$ cat config.mk
export PLATFORM = sky130hd
export DESIGN_NAME = pt3_port
export DESIGN_NICKNAME = d
export VERILOG_FILES = /design/src/pt3_pkg.sv /design/src/pt3_edge_if.sv /design/src/pt3_port.sv /design/src/pt3_edge_det.sv
export VERILOG_INCLUDE_DIRS = /design/src
export SDC_FILE = /design/constraint.sdc
export NUM_CORES = 1
export LEC_CHECK = 0
export ABC_AREA = 1
export BUFFER_PORTS_ARGS = -buffer_cell sky130_fd_sc_hd__buf_2
export CAP_MARGIN = 10
export CORE_MARGIN = 2
export CORE_UTILIZATION = 25
export DETAILED_ROUTE_END_ITERATION = 12
export GPL_ROUTABILITY_DRIVEN = 1
export PLACE_DENSITY = 0.43
export SETUP_SLACK_MARGIN = 0.3
export SYNTH_ARGS = -nofsm -noshare
export SYNTH_HDL_FRONTEND = slang
export SYNTH_SLANG_ARGS = --single-unit
export TNS_END_PERCENT = 1
$ cat constraint.sdc
create_clock -name clk -period 1.92 [get_ports clk]
set_input_delay 0.384 -clock clk [delete_from_list [all_inputs] [get_ports clk]]
set_output_delay 0.384 -clock clk [all_outputs]
set_load 0.005 [all_outputs]
$ cat src/pt3_consts.svh
// Constants for the four-bit port with control-mode pin functions
// How it works
// - Each of the four pins is an input or an output as its own direction bit says, except pin 3 while it drives the timer output.
// - Each pin has its own pull-up enable bit, driven out to the pad as a level while its direction bit makes it an input.
// - Each pin is switched between plain port use and control use by its own mode bit.
// - In control mode the pins carry external interrupt inputs and the timer input and output.
// - Each interrupt input detects rising, falling or both edges as software selects.
// - Pin 3 in control mode, while it is an input, feeds the timer count clock input.
// - Pin 3 in control mode can instead drive the timer output onto the pin.
`ifndef PT3_CONSTS_SVH
`define PT3_CONSTS_SVH
// ***********************************************
// Widths and reset values
// ***********************************************
`define PT3_NPINS 4
`define PT3_TIMER_PIN 3
`define PT3_DIR_RESET 4'hF
`define PT3_MODE_RESET 4'h0
`define PT3_PU_RESET 4'h0
`define PT3_OUT_RESET 4'h0
`define PT3_EDGE_SEL_RESET 8'h00
`define PT3_TSEL_RESET 1'b0
`define PT3_LEVEL_RESET 4'h0
// Edge select codes
`define PT3_EDGE_NONE 2'h0
`define PT3_EDGE_RISE 2'h1
`define PT3_EDGE_FALL 2'h2
`define PT3_EDGE_BOTH 2'h3
`endif

$ cat src/pt3_pkg.sv
// Types shared by the port block
package pt3_pkg;
	typedef logic [1:0] pt3_edge_t;
	typedef logic [3:0] pt3_bits_t;
endpackage

$ cat src/pt3_edge_if.sv
// Interface between the port top and its edge detector
`timescale 1ns/1ps
interface pt3_edge_if;
	logic [3:0] level;
	logic [7:0] edge_sel;
	logic [3:0] irq_pulse;
	modport top (output level, output edge_sel, input irq_pulse);
	modport det (input level, input edge_sel, output irq_pulse);
endinterface

$ cat src/pt3_port.sv
// Four-bit port with per-pin direction, pull-up and control-mode selection
`timescale 1ns/1ps
`include "pt3_consts.svh"
module pt3_port (
	// Clock and reset
	input wire logic clk,
	input wire logic rst,
	// Configuration, written by software
	input wire pt3_pkg::pt3_bits_t cfg_dir,
	input wire pt3_pkg::pt3_bits_t cfg_pullup,
	input wire pt3_pkg::pt3_bits_t cfg_mode,
	input wire logic [7:0] cfg_edge_sel,
	input wire logic cfg_timer_out_sel,
	input wire logic cfg_load,
	// Port data
	input wire pt3_pkg::pt3_bits_t port_out_data,
	input wire logic port_out_load,
	output logic [3:0] port_in_data,
	// Pins
	input wire logic [3:0] pin_in,
	output logic [3:0] pin_out,
	output logic [3:0] pin_oe,
	output logic [3:0] pin_pullup_en,
	// Peripheral side
	output logic [3:0] ext_irq_pulse,
	output logic timer_count_clk_in,
	input wire logic timer_wave_out,
	// Status readback
	output logic [3:0] port_direction_reg,
	output logic [3:0] pullup_option_reg,
	output logic [3:0] port_mode_reg
);
	import pt3_pkg::*;
	pt3_bits_t dir_next;
	pt3_bits_t pu_next;
	pt3_bits_t mode_next;
	logic [7:0] edge_sel_reg;
	logic [7:0] edge_sel_next;
	logic tsel_reg;
	logic tsel_next;
	pt3_bits_t out_reg;
	pt3_bits_t out_next;
	logic [3:0] sync1_reg;
	logic [3:0] sync2_reg;
	logic [3:0] sync1_next;
	logic [3:0] sync2_next;
	logic [3:0] in_reg;
	logic [3:0] in_next;
	logic tclk_reg;
	logic tclk_next;
	logic [3:0] irq_gate;
	pt3_edge_if eif ();

	// ***********************************************
	// Helper decodes
	// ***********************************************
	// Pin 3 belongs to the timer while its mode bit is set
	function automatic logic timer_pin_owned(input pt3_bits_t mode_bits);
		timer_pin_owned = mode_bits[`PT3_TIMER_PIN];
	endfunction

	// Pin 3 carries the timer output only when software picked the output role
	function automatic logic timer_drives_pin(input pt3_bits_t mode_bits, input logic sel);
		timer_drives_pin = timer_pin_owned(mode_bits) & sel;
	endfunction

	// ***********************************************
	// Configuration registers
	// ***********************************************
	// Load all settings at once so a mode change never sees half a setup
	always_comb begin
		dir_next = port_direction_reg;
		pu_next = pullup_option_reg;
		mode_next = port_mode_reg;
		edge_sel_next = edge_sel_reg;
		tsel_next = tsel_reg;
		if (cfg_load) begin
			dir_next = cfg_dir;
			pu_next = cfg_pullup;
			mode_next = cfg_mode;
			edge_sel_next = cfg_edge_sel;
			tsel_next = cfg_timer_out_sel;
		end
	end

	always_ff @(posedge clk) begin
		if (rst) begin
			port_direction_reg <= `PT3_DIR_RESET;
			pullup_option_reg <= `PT3_PU_RESET;
			port_mode_reg <= `PT3_MODE_RESET;
			edge_sel_reg <= `PT3_EDGE_SEL_RESET;
			tsel_reg <= `PT3_TSEL_RESET;
		end else begin
			port_direction_reg <= dir_next;
			pullup_option_reg <= pu_next;
			port_mode_reg <= mode_next;
			edge_sel_reg <= edge_sel_next;
			tsel_reg <= tsel_next;
		end
	end

	// ***********************************************
	// Output latch
	// ***********************************************
	// The latch loads on its own strobe so data writes never disturb the setup
	// It keeps its value while a pin is an input, ready for a later turn to output
	always_comb begin
		out_next = out_reg;
		if (port_out_load) begin
			out_next = port_out_data;
		end
	end

	// Latch register
	always_ff @(posedge clk) begin
		if (rst) begin
			out_reg <= `PT3_OUT_RESET;
		end else begin
			out_reg <= out_next;
		end
	end

	// ***********************************************
	// Pin input synchroniser
	// ***********************************************
	// Two flops before any logic looks at the pins
	// Costs two cycles of latency, but a pad that moves near the edge cannot
	// reach the edge detector or the timer as a metastable level
	always_comb begin
		sync1_next = pin_in;
		sync2_next = sync1_reg;
	end

	// Only the second stage is read by the logic below
	always_ff @(posedge clk) begin
		if (rst) begin
			sync1_reg <= `PT3_LEVEL_RESET;
			sync2_reg <= `PT3_LEVEL_RESET;
		end else begin
			sync1_reg <= sync1_next;
			sync2_reg <= sync2_next;
		end
	end

	// ***********************************************
	// Input data and timer clock
	// ***********************************************
	// Output pins read back their own latch, inputs read the pad
	always_comb begin
		for (int i = 0; i < `PT3_NPINS; i++) begin
			in_next[i] = port_direction_reg[i] ? sync2_reg[i] : out_reg[i];
		end
		// Count clock only while pin 3 is in control mode with its direction bit set, even while it drives the timer output
		// The count clock is a sampled level, so its pulses must last a few cycles
		tclk_next = timer_pin_owned(port_mode_reg) & port_direction_reg[`PT3_TIMER_PIN]
			& sync2_reg[`PT3_TIMER_PIN];
	end

	// Registered so the timer sees a clean level, not a mux glitch
	always_ff @(posedge clk) begin
		if (rst) begin
			in_reg <= `PT3_LEVEL_RESET;
			tclk_reg <= 1'b0;
		end else begin
			in_reg <= in_next;
			tclk_reg <= tclk_next;
		end
	end

	assign port_in_data = in_reg;
	assign timer_count_clk_in = tclk_reg;

	// ***********************************************
	// Interrupt edge detection
	// ***********************************************
	// Ports in plain mode feed a steady low to the detector
	// Limitation: entering control mode with the pad high reads as a rising edge,
	// so software should mask the first request after a mode change
	assign eif.level = sync2_reg & port_mode_reg;
	assign eif.edge_sel = edge_sel_reg;

	pt3_edge_det pt3_edge_det_i (
		.clk(clk),
		.rst(rst),
		.eif(eif)
	);

	// Pulse only while the pin is still in control mode
	// A pulse already in flight when the pin leaves control mode is dropped
	always_comb begin
		for (int i = 0; i < `PT3_NPINS; i++) begin
			irq_gate[i] = eif.irq_pulse[i] & port_mode_reg[i];
		end
	end
	assign ext_irq_pulse = irq_gate;

	// ***********************************************
	// Pin drive
	// ***********************************************
	// Timer output overrides the latch on pin 3 in control mode when the output role is selected
	always_comb begin
		pin_out = out_reg;
		pin_oe = ~port_direction_reg;
		if (timer_drives_pin(port_mode_reg, tsel_reg)) begin
			pin_out[`PT3_TIMER_PIN] = timer_wave_out;
			pin_oe[`PT3_TIMER_PIN] = 1'b1;
		end
	end

	// Pull-up only makes sense on an input pin
	// An output pin would fight its own resistor and waste supply current
	always_comb begin
		for (int i = 0; i < `PT3_NPINS; i++) begin
			pin_pullup_en[i] = pullup_option_reg[i] & port_direction_reg[i];
		end
	end
endmodule

$ cat src/pt3_edge_det.sv
// Per-pin valid-edge detector for the external interrupt inputs
`timescale 1ns/1ps
`include "pt3_consts.svh"
module pt3_edge_det (
	// Clock and reset
	input wire logic clk,
	input wire logic rst,
	// Link to the top
	pt3_edge_if.det eif
);
	import pt3_pkg::*;
	logic [3:0] prev_reg;
	logic [3:0] prev_next;
	logic [3:0] pulse_reg;
	logic [3:0] pulse_next;

	// True when the selected edge kind matches this transition
	function automatic logic edge_hit(input pt3_edge_t sel, input logic old_v, input logic new_v);
		logic rise;
		logic fall;
		rise = ~old_v & new_v;
		fall = old_v & ~new_v;
		case (sel)
			`PT3_EDGE_RISE: edge_hit = rise;
			`PT3_EDGE_FALL: edge_hit = fall;
			`PT3_EDGE_BOTH: edge_hit = rise | fall;
			default: edge_hit = 1'b0;
		endcase
	endfunction

	// Next previous level and one-cycle pulses
	always_comb begin
		prev_next = eif.level;
		for (int i = 0; i < `PT3_NPINS; i++) begin
			pulse_next[i] = edge_hit(eif.edge_sel[2*i +: 2], prev_reg[i], eif.level[i]);
		end
	end

	// Register stage; level is already synchronised so no glitch pulses
	always_ff @(posedge clk) begin
		if (rst) begin
			prev_reg <= `PT3_LEVEL_RESET;
			pulse_reg <= `PT3_LEVEL_RESET;
		end else begin
			prev_reg <= prev_next;
			pulse_reg <= pulse_next;
		end
	end

	assign eif.irq_pulse = pulse_reg;
endmodule

* Word level (Yosys, flattened, before mapping)
Cells that the tools add are included.
Operators by class: mux-type cells 10, eq/ne operators 12, bitwise logic cells 33
Operators with widths (count):
- $and A1 B1 Y1 | 19
- $eq A2 B2 Y1 const B | 8
- $pmux W1 S3 | 4
- $eq A2 B1 Y1 const B | 4
- $not A1 Y1 | 8
- $mux W1 | 6
- $and A4 B4 Y4 | 1
- $not A4 Y4 | 1
- $or A1 B1 Y1 | 4
Word-level totals: output and inout port bits 33, word-level logic and storage cells 67, register bits 46, bits of input ports 34

* Logic depth before layout (Yosys ltp)
Gate-level depths: netlist of run 1.
word-level depth 5, depth in mapped cells 7, mapped depth without buffers 7

* Hierarchy
Synthesis of run 1 repeated with hierarchy kept, for this count alone.
Second synthesis, totals: cell total of the unflattened synthesis 312, area, all modules 2053.2 um^2
By module, submodules not included:
- pt3_port | cells each 239, instances 1, area an instance 1579.0 um^2, seq. area each 760.7 um^2
- pt3_edge_det | cells each 73, instances 1, area an instance 474.2 um^2, seq. area each 160.2 um^2

* Worst setup path before layout of run 1
Ideal clock, no wire load.
path kind register -> register, from register port_mode_reg[3], to register pt3_edge_det_i.pulse_reg[3], in the netlist pt3_edge_det_i.eif.irq_pulse[3], data arrival time 1.003 ns, clock period less this slack 1.114 ns, path buffers 0, library setup time 0.111 ns, path slack 0.806 ns, cell stages (with the launch flop) 8, required time 1.809 ns, cells stage by stage dfxtp_1 > nand2_1 > ha_1 > inv_1 > nand2_1 > nand2_1 > nor2_1 > nor2_1
On the way: cells in the longest elaborated chain, start to end 5, elaborated cells on any way between the ends 6, classes of those cells mux (1); bitwise (5)
Ends and longest elaborated chain:
- start, declared | line pt3_port.sv:31 | output logic [3:0] port_mode_reg
- start signal, assigned | line pt3_port.sv:90 | port_mode_reg <= `PT3_MODE_RESET;
- start signal, assigned | line pt3_port.sv:96 | port_mode_reg <= mode_next;
- $and A4 B4 Y4 (*) | line pt3_port.sv:179 | assign eif.level = sync2_reg & port_mode_reg;
- $not A1 Y1 | line pt3_edge_det.sv:22 | fall = old_v & ~new_v;
- $and A1 B1 Y1 | line pt3_edge_det.sv:22
- $or A1 B1 Y1 | line pt3_edge_det.sv:26 | `PT3_EDGE_BOTH: edge_hit = rise | fall;
- $pmux W1 S3 (*) | line pt3_edge_det.sv:23 | case (sel)
- end signal, assigned | line pt3_edge_det.sv:43 | pulse_reg <= `PT3_LEVEL_RESET;
- end signal, assigned | line pt3_edge_det.sv:46 | pulse_reg <= pulse_next;
- end, declared | line pt3_edge_det.sv:14 | logic [3:0] pulse_reg;
Mark *: on every way between the ends. The rest lies on a longest branch, timed or not. A chain may end at the register's enable or synchronous reset.

* Worst setup path after layout of run 1
from register port_mode_reg[3], to output pin_out[3]
On the way: cells in the longest elaborated chain, start to end 2
Ends and longest elaborated chain:
- $and A1 B1 Y1 | line pt3_port.sv:64 | timer_drives_pin = timer_pin_owned(mode_bits) & sel;
- $mux W1 | line pt3_port.sv:204 | if (timer_drives_pin(port_mode_reg, tsel_reg)) begin
- end, declared | line pt3_port.sv:21 | output logic [3:0] pin_out,
Every way passes these cells.

==> impl_metrics.tcl, run 1 <==
set metrics [dict create \
    worst_r2r_startpoint "port_mode_reg[3]" \
    post-cts-setup-buffer-count 0 \
    gpl.final_weighted_congestion 0.708 \
    floorplan.die_area_um2 8330 \
    most-common-layout-cells "66 x sky130_fd_sc_hd__buf_2, 64 x sky130_fd_sc_hd__nor2_1, 46 x sky130_fd_sc_hd__dfxtp_1" \
    cp_required_ns 1.54 \
    whs_path_depth 3 \
    clockRootBuffer "sky130_fd_sc_hd__clkbuf_8" \
    floorplan.initialDensity 0.260 \
    gr_overflow_total 0 \
    detail_route.iter0.violations 49 \
    tritoncts_num_sinks 46 \
    clk_pin_slew_worst_paths_ns 0.08 \
    cellPowerDensity_nw_per_um2 837 \
    grt_pass1_vias 1543 \
    report.power.total_w 0.00199 \
    yosysWarnings 0 \
    final.fill_count 823 \
    p_leak_nw 1.29 \
    mean_cell_area_of_the_mapped_netlist_um2 7.62 \
    io-pin-count 67 \
    std_cell_rows 31 \
    pin_count_of_the_biggest_net_entering_global_routing 31 \
    fin_area_um2 2380 \
    fin_crit_ns 1.42 \
    post-route-period-util 0.742 \
    r2r_end "pt3_edge_det_i.eif.irq_pulse[3]" \
    final_max_slew_viol_count 0 \
    dp.cells 404 \
    synthCells 250 \
    worst_hold_path.endpoint "sync1_reg[3]" \
    diodes 0 \
    worstSkewPairLatency_ns 0.30 \
    timing.max_cap.violations 0 \
    worstRegToRegCells 7 \
    post_dp_cell_area_um2 2270 \
    worstPathMaxFanout 6 \
    synth_seq_area_share 0.484 \
    grt_util_all_layers 0.109 \
    post-dp-hpwl_um 3030 \
    run_status "finished clean" \
    htree_num_levels 2 \
    holdCritPathClass "primary input to register" \
    arrival_ns 1.04 \
    coreArea_um2 7330 \
    irDropWorstVdd_mv 0.236 \
    share_of_layout_cells_above_drive_strength_1 0.276 \
    fmax_mhz 702 \
    area_growth_syn_to_layout_pct 25.0 \
    die_width_um 91.3 \
    final.setup_skew_ns 0.00598 \
    number_of_gates_given_a_new_drive_strength_after_cts 0 \
    worst_setup_slack_for_register_to_register_paths_ns 0.72 \
    grt_setup_unrepaired "false" \
    timing.critical_path.from_type "register" \
    routed_wl_um 4250 \
    firstDrtPassIters 4 \
    fin_cells 411 \
    mostFrequentLayoutCell "sky130_fd_sc_hd__buf_2" \
    vias 1603 \
    holdBufCountCts 0 \
    nets 354 \
    tns_ns 0 \
    grt_pass1_wl_um 7270 \
    antenna_violating_nets_left 0 \
    finalSetupViolations 0 \
    tritoncts_clock_tree "done" \
    drc 0 \
    synth.distinct_cells 18 \
    max_slew_margin 0.687 \
    viasPerCell 3.90 \
    synthesis.nets 292 \
    finalHoldViolations 0 \
    post_synth_instance_area_um2 1900 \
    setup.worst_path.class "register to output port" \
    place.port_buffers 66 \
    vertical_die_dimension_um 91.3 \
    min-delay-start "pin_in[3]" \
    largest_register_ffs 8 \
    worstSetupEndpointType "output port" \
    synth.ff_latch_count 46 \
    clock_tree.buffer_depth 2 \
    cts_buffer_count 5 \
    route.detailed.wl_per_inst_um 10.3 \
    tightestPinTransition_ns 0.469 \
    number_of_antenna_violations_at_the_first_check_in_global_routing 0 \
]
==> worst max-delay path: stages, from the launching register on <==
cell,delay [ns]
sky130_fd_sc_hd__dfxtp_1,0.43
sky130_fd_sc_hd__nand2_1,0.10
sky130_fd_sc_hd__nand2_1,0.07
sky130_fd_sc_hd__nand2_1,0.04
sky130_fd_sc_hd__buf_2,0.12
==> cells by family (layout without fill, tap and decap cells) <==
family          Yosys count  count (layout)  synth area share
simple gates            105             105             0.210
buf+inv                  55             117             0.139
flops                    46              46             0.484
compound gates           36              36             0.114
fa+ha+maj                 8               8            0.0526
==> synth_stat cells (all sizes together) <==
cell | instances | share of area
nand2 | 38 | 0.075
buf | 12 | 0.052
a21oi | 8 | 0.031
inv | 43 | 0.087
dfxtp | 46 | 0.48
ha | 8 | 0.053
nor2 | 64 | 0.13
o21ai | 28 | 0.083
nor3b | 1 | 0.0039
nand3 | 2 | 0.0053
==> worst max path at each step <==
stage / start / endpoint / depth (start not counted)
finish: port_mode_reg[3] / pin_out[3] / 4
global route: port_mode_reg[3] / pin_out[3] / 4
CTS: port_direction_reg[3] / pin_pullup_en[3] / 3
detailed placement: rst / edge_sel_reg[4] / 4
global placement: rst / edge_sel_reg[6] / 4
floorplan: port_mode_reg[3] / pt3_edge_det_i.eif.irq_pulse[3] / 7
==> per-layer routing <==
layer | global-route usage | up-vias | wire, um
li1 | - | 875 | -
met1 | 0.133 | 680 | 2060
met2 | 0.180 | 40 | 1880
met3 | 0.0307 | 8 | 234
met4 | 0.0467 | 0 | 77
met5 | 0 | - | 0
==> area by class of cell <==
cell class	instances	area, um^2	share of cell area
Inverter	43	166	0.0699
Sequential cell	46	921	0.387
Clock inverter	1	30.0	0.0126
Timing Repair Buffer	67	338	0.142
Multi-Input combinational cell	149	718	0.302
Clock buffer	6	82.6	0.0347
Tap cell	99	124	0.0521
==> stage by stage <==
stage,hold WS (ns),worst slack [ns],utilization
2_1_floorplan,0.388,0.806,-
3_3_place_gp,0.391,0.697,0.309
3_5_place_dp,0.396,0.688,0.309
4_1_cts,0.271,0.475,0.325
5_1_grt,0.276,0.404,0.325
6_report,0.279,0.496,0.325
==> power breakdown <==
part / switching, W / internal [W] / leakage [nW] / total [W]
registers: 0.0000397 / 0.00101 / 0.380 / 0.00105
logic: 0.000114 / 0.0000957 / 0.851 / 0.000210
clock network: 0.000319 / 0.000417 / 0.0573 / 0.000735
Power figures use the tool's default switching activity.
==> run 2, diff against run 1 <==
PLACE_DENSITY = 0.44   (was 0.43)
clock period = 1.3 ns   (was 1.92 ns; I/O delays follow)
==> run 2 against run 1 <==
  * Sequential share of layout area decreased by 1.9 points
  * Power increased by 40%
  * Register-to-register slack got worse by 0.51 ns
  * Core utilization increased by 3.4 points
  * Non-clock buffer count increased by 4
  * Wire length increased by 8.8%
==> impl_metrics.tcl, run 2 (synthesis results as in run 1) <==
set metrics [dict create \
    share_of_layout_cells_above_drive_strength_1 0.411 \
    holdCritPathClass "primary input to register" \
    fmax_mhz 816 \
    fin_area_um2 2630 \
    post-place-ws_ns 0.210 \
    routed_wl_um 4620 \
    final.setup_skew_ns 0.00959 \
    drc 0 \
    seq_power_share 0.563 \
    post-route-period-util 0.942 \
    arrival_ns 0.96 \
    grt_setup_unrepaired "true" \
    switching_share 0.262 \
    clockRootBuffer "sky130_fd_sc_hd__clkbuf_8" \
    coreArea_um2 7330 \
    place.port_buffers 66 \
    io-pin-count 67 \
    holdBufCountCts 0 \
    tns_ns 0 \
    most-common-layout-cells "64 x sky130_fd_sc_hd__nor2_1, 53 x sky130_fd_sc_hd__buf_2, 33 x sky130_fd_sc_hd__inv_1" \
    cp_required_ns 1.04 \
    grt_pass1_wl_um 7520 \
    number_of_antenna_violations_at_the_first_check_in_global_routing 0 \
    finalSetupViolations 0 \
    cell_internal_pwr_w 0.00206 \
    max_slew_margin 0.844 \
    grt_pass1_vias 1631 \
    cts_buffer_count 5 \
    firstDrtPassIters 4 \
    worstPathMaxFanout 5 \
    worstSetupEndpointType "output port" \
    diodes 0 \
    htree_num_levels 2 \
    largest_register_ffs 8 \
    fin_crit_ns 1.22 \
    floorplan.die_area_um2 8330 \
    area_growth_syn_to_layout_pct 38.2 \
    route.detailed.wl_per_inst_um 11.1 \
    gpl.final_weighted_congestion 0.729 \
    finalHoldViolations 0 \
    grt_util_all_layers 0.113 \
    tritoncts_num_sinks 46 \
    timing.critical_path.from_type "register" \
    tightestPinTransition_ns 0.234 \
    timing.max_cap.violations 0 \
    final.fill_count 764 \
    post-dp-hpwl_um 3350 \
    floorplan.initialDensity 0.260 \
    cellPowerDensity_nw_per_um2 1060 \
    vertical_die_dimension_um 91.3 \
    die_width_um 91.3 \
    nets 358 \
    tritoncts_clock_tree "done" \
    vias 1674 \
    detail_route.iter0.violations 43 \
    viasPerCell 4.03 \
    worstSkewPairLatency_ns 0.30 \
    p_leak_nw 1.37 \
    antenna_violating_nets_left 0 \
    holdWs_ns 0.159 \
    setup.worst_path.class "register to output port" \
    final_util 0.359 \
    power_frac_clock 0.301 \
    std_cell_rows 31 \
    clk_pin_slew_worst_paths_ns 0.08 \
    timing.final.ws_setup_ns 0.0751 \
    post_dp_cell_area_um2 2330 \
    p_sw_w 0.000728 \
    logic_gate_share_of_total_power 0.136 \
    final_max_slew_viol_count 0 \
    run_status "finished clean" \
    irDropWorstVdd_mv 0.558 \
    mostFrequentLayoutCell "sky130_fd_sc_hd__nor2_1" \
    gr_overflow_total 0 \
    clock_tree.buffer_depth 2 \
    pin_count_of_the_biggest_net_entering_global_routing 31 \
]
==> run 2: cell count changes in the layout (fill, tap and decap cells not counted), sizes merged <==
cell / before / now
bufinv: 1 / 0
inv: 43 / 44
buf: 67 / 71
==> run 2: power groups by stage <==
stage                     combinational, W  clock [W]  sequential [W]
after CTS                         0.000346   0.000869         0.00155
after global placement            0.000341          0         0.00158
after detailed placement          0.000340          0         0.00159
after floorplan                   0.000194          0         0.00157
final                             0.000379   0.000839         0.00157
after global routing              0.000428   0.000934         0.00158
==> run 2: critical path, stage by stage (launching register included) <==
cell                      delay, ns
sky130_fd_sc_hd__dfxtp_4       0.40
sky130_fd_sc_hd__nand2_2       0.06
sky130_fd_sc_hd__nand2_1       0.05
sky130_fd_sc_hd__nand2_1       0.04
sky130_fd_sc_hd__buf_2         0.12
==> run 2: layout make-up <==
| type | instances | area [um^2] | share of cell area |
|---|---|---|---|
| multi-input cells | 149 | 813 | 0.309 |
| clock inverters | 1 | 6.26 | 0.00238 |
| well taps | 99 | 124 | 0.0471 |
| clock buffers | 6 | 72.6 | 0.0276 |
| repair buffers | 71 | 474 | 0.180 |
| flip-flops and latches | 46 | 967 | 0.368 |
| inverters | 43 | 174 | 0.0661 |
==> run 2: path summary, 6_finish.rpt <==
check	start	endpoint	slack, ns	cells past startpoint
worst min register to register	sync1_reg[1]	sync2_reg[1]	0.39	2
worst max-delay path	port_mode_reg[3]	pin_out[3]	0.08	4
worst max register to register	port_mode_reg[3]	pt3_edge_det_i.eif.irq_pulse[3]	0.21	7
worst min-delay path	pin_in[3]	sync1_reg[3]	0.16	3
==> run 2: layer usage <==
layer  track usage  vias to the layer above  share of wire
li1              -                      877              -
met1         0.138                      737           0.47
met2         0.190                       53           0.46
met3        0.0332                        7          0.061
met4        0.0341                        0          0.012
met5             0                        -              0
==> run 2: stage by stage <==
step / total power, W / instances
2_1_floorplan: 0.00177 / 250
3_3_place_gp: 0.00193 / 407
3_5_place_dp: 0.00192 / 407
4_1_cts: 0.00277 / 415
5_1_grt: 0.00294 / 415
6_report: 0.00278 / 415
==> run 2: what timing repair did <==
action,in CTS,in global routing
setup endpoints to repair,32,37
buffers inserted,1,0
pin swaps,0,20
gates resized for setup,2,61
==> run 3, diff against run 2 <==
--- a/config.mk
+++ b/config.mk
@@ -19,3 +19,2 @@
 export SYNTH_HDL_FRONTEND = slang
 export SYNTH_SLANG_ARGS = --single-unit
-export TNS_END_PERCENT = 1
==> constraint.sdc (replaced) <==
create_clock -name clk -period 1.3 [get_ports clk]
set_input_delay 0.13 -clock clk [delete_from_list [all_inputs] [get_ports clk]]
set_output_delay 0.13 -clock clk [all_outputs]
set_load 0.005 [all_outputs]
==> run 3 against run 2 <==
  * Clock-buffer cell count rose by 1
  * Largest power group unchanged
  * Sequential power hardly changed
  * Power is 3.8% higher
==> impl_metrics.tcl, run 3 (synthesis results as in run 1) <==
set metrics [dict create \
    run_status "finished clean" \
    coreArea_um2 7330 \
    gr_overflow_total 0 \
    post-route-period-util 0.841 \
    gpl.final_weighted_congestion 0.712 \
    area_growth_syn_to_layout_pct 36.9 \
    min-delay-start "pin_in[3]" \
    timing.max_cap.violations 0 \
    fin_crit_ns 1.09 \
    p_leak_nw 1.39 \
    finalSetupViolations 0 \
    std_cell_rows 31 \
    largest_register_ffs 8 \
    worst_r2r_startpoint "port_mode_reg[3]" \
    diodes 0 \
    antenna_violating_nets_left 0 \
    holdCritPathClass "primary input to register" \
    fin_cells 422 \
    post-place-ws_ns 0.247 \
    drc 0 \
    pin_count_of_the_biggest_net_entering_global_routing 31 \
    post-dp-hpwl_um 3180 \
    tns_ns 0 \
    timing.critical_path.from_type "register" \
    tritoncts_clock_tree "done" \
    grt_util_all_layers 0.115 \
    tightestPinTransition_ns 0.516 \
    nets 364 \
    final_util 0.356 \
    dp.cells 406 \
    cp_required_ns 1.17 \
    firstDrtPassIters 4 \
    final_max_slew_viol_count 0 \
    grt_pass1_wl_um 7590 \
    final.fill_count 780 \
    tritoncts_num_sinks 46 \
    timing.final.ws_setup_ns 0.207 \
    cellPowerDensity_nw_per_um2 1110 \
    area_of_the_multi_input_gates_um2 823 \
    worstPathMaxFanout 6 \
    vias 1680 \
    worst_setup_slack_for_register_to_register_paths_ns 0.22 \
    die_width_um 91.3 \
    route.detailed.wl_per_inst_um 11.0 \
    worstRegToRegCells 7 \
    clk_pin_slew_worst_paths_ns 0.08 \
    vertical_die_dimension_um 91.3 \
    arrival_ns 0.96 \
    fmax_mhz 915 \
    worstSkewPairLatency_ns 0.30 \
    register_area_um2 960 \
    clock_tree.buffer_depth 2 \
    max_slew_margin 0.656 \
    place.port_buffers 66 \
    number_of_antenna_violations_at_the_first_check_in_global_routing 0 \
    finalHoldViolations 0 \
    holdBufCountCts 0 \
    viasPerCell 3.98 \
    routed_wl_um 4640 \
    worstSetupEndpointType "output port" \
    whs_path_depth 3 \
    floorplan.initialDensity 0.260 \
    io-pin-count 67 \
    cts_buffer_count 5 \
    floorplan.die_area_um2 8330 \
    share_of_layout_cells_above_drive_strength_1 0.424 \
    final.setup_skew_ns 0.00742 \
    irDropWorstVdd_mv 0.348 \
    most-common-layout-cells "64 x sky130_fd_sc_hd__nor2_1, 64 x sky130_fd_sc_hd__buf_2, 34 x sky130_fd_sc_hd__inv_1" \
    clockRootBuffer "sky130_fd_sc_hd__clkbuf_8" \
    grt_pass1_vias 1612 \
    htree_num_levels 2 \
    setup.worst_path.class "register to output port" \
    grt_setup_unrepaired "true" \
    r2r_end "pt3_edge_det_i.eif.irq_pulse[3]" \
    worst_hold_path.endpoint "sync1_reg[3]" \
    detail_route.iter0.violations 29 \
]
-- run 3: changes by cell type in the layout (fill, tap and decap cells not counted), sizes merged --
cell | previous run | this run
clkinv | 0 | 1
buf | 71 | 77
inv | 44 | 43
clkbuf | 6 | 7
-- run 3: how the worst max path moves through the flow --
| stage | startpoint | endpoint | slack [ns] | cells after the start |
|---|---|---|---|---|
| 6_report | port_mode_reg[3] | pin_out[3] | 0.21 | 4 |
| 5_1_grt | port_mode_reg[3] | pin_out[3] | 0.14 | 4 |
| 4_1_cts | port_mode_reg[3] | pin_out[3] | 0.18 | 4 |
| 3_5_place_dp | port_mode_reg[1] | pt3_edge_det_i.eif.irq_pulse[1] | 0.25 | 7 |
| 3_3_place_gp | port_mode_reg[1] | pt3_edge_det_i.eif.irq_pulse[1] | 0.24 | 7 |
| 2_1_floorplan | port_mode_reg[3] | pt3_edge_det_i.eif.irq_pulse[3] | 0.30 | 7 |
-- run 3: timing repair --
| item | in CTS | in global routing |
|---|---|---|
| resized for setup | 15 | 30 |
| endpoints found under the setup margin | 18 | 19 |
| buffers inserted | 1 | 7 |
| pin swaps | 5 | 10 |
-- run 3: per-layer routing --
| metal | vias to the layer above | share of wire | wire (um) | GRT usage |
|---|---|---|---|---|
| met5 | - | 0 | 0 | 0 |
| met4 | 0 | 0.011 | 51 | 0.0341 |
| met3 | 7 | 0.051 | 237 | 0.0357 |
| met2 | 43 | 0.45 | 2100 | 0.189 |
| met1 | 737 | 0.48 | 2250 | 0.144 |
| li1 | 893 | - | - | - |
-- run 3: metrics by stage --
stage	total power (W)	instance area (um^2)	hold WS (ns)
CTS	0.00292	2460	0.0161
global placement	0.00191	2300	0.334
floorplan	0.00177	1930	0.237
finish	0.00289	2610	0.0318
detailed placement	0.00191	2300	0.341
global route	0.00307	2610	0.0279
-- run 3: report_power, final --
part	total, W	leakage (nW)	internal [W]	switching, W
logic	0.000360	0.951	0.000176	0.000184
clock network	0.000970	0.0544	0.000488	0.000483
registers	0.00156	0.386	0.00149	0.0000697
total	0.00289	1.39	0.00215	0.000737
-- run 3: area by class of cell --
type | instances | share of cell area
Clock buffer | 7 | 0.0370
Clock inverter | 1 | 0.00336
Inverter | 43 | 0.0648
Multi-Input combinational cell | 149 | 0.316
Sequential cell | 46 | 0.368
Tap cell | 99 | 0.0475
Timing Repair Buffer | 77 | 0.163
-- run 3: critical path, cell delays in order (launching register included) --
cell	delay, ns
sky130_fd_sc_hd__dfxtp_4	0.40
sky130_fd_sc_hd__nand2_4	0.06
sky130_fd_sc_hd__nand2_2	0.05
sky130_fd_sc_hd__nand2_1	0.04
sky130_fd_sc_hd__buf_2	0.12
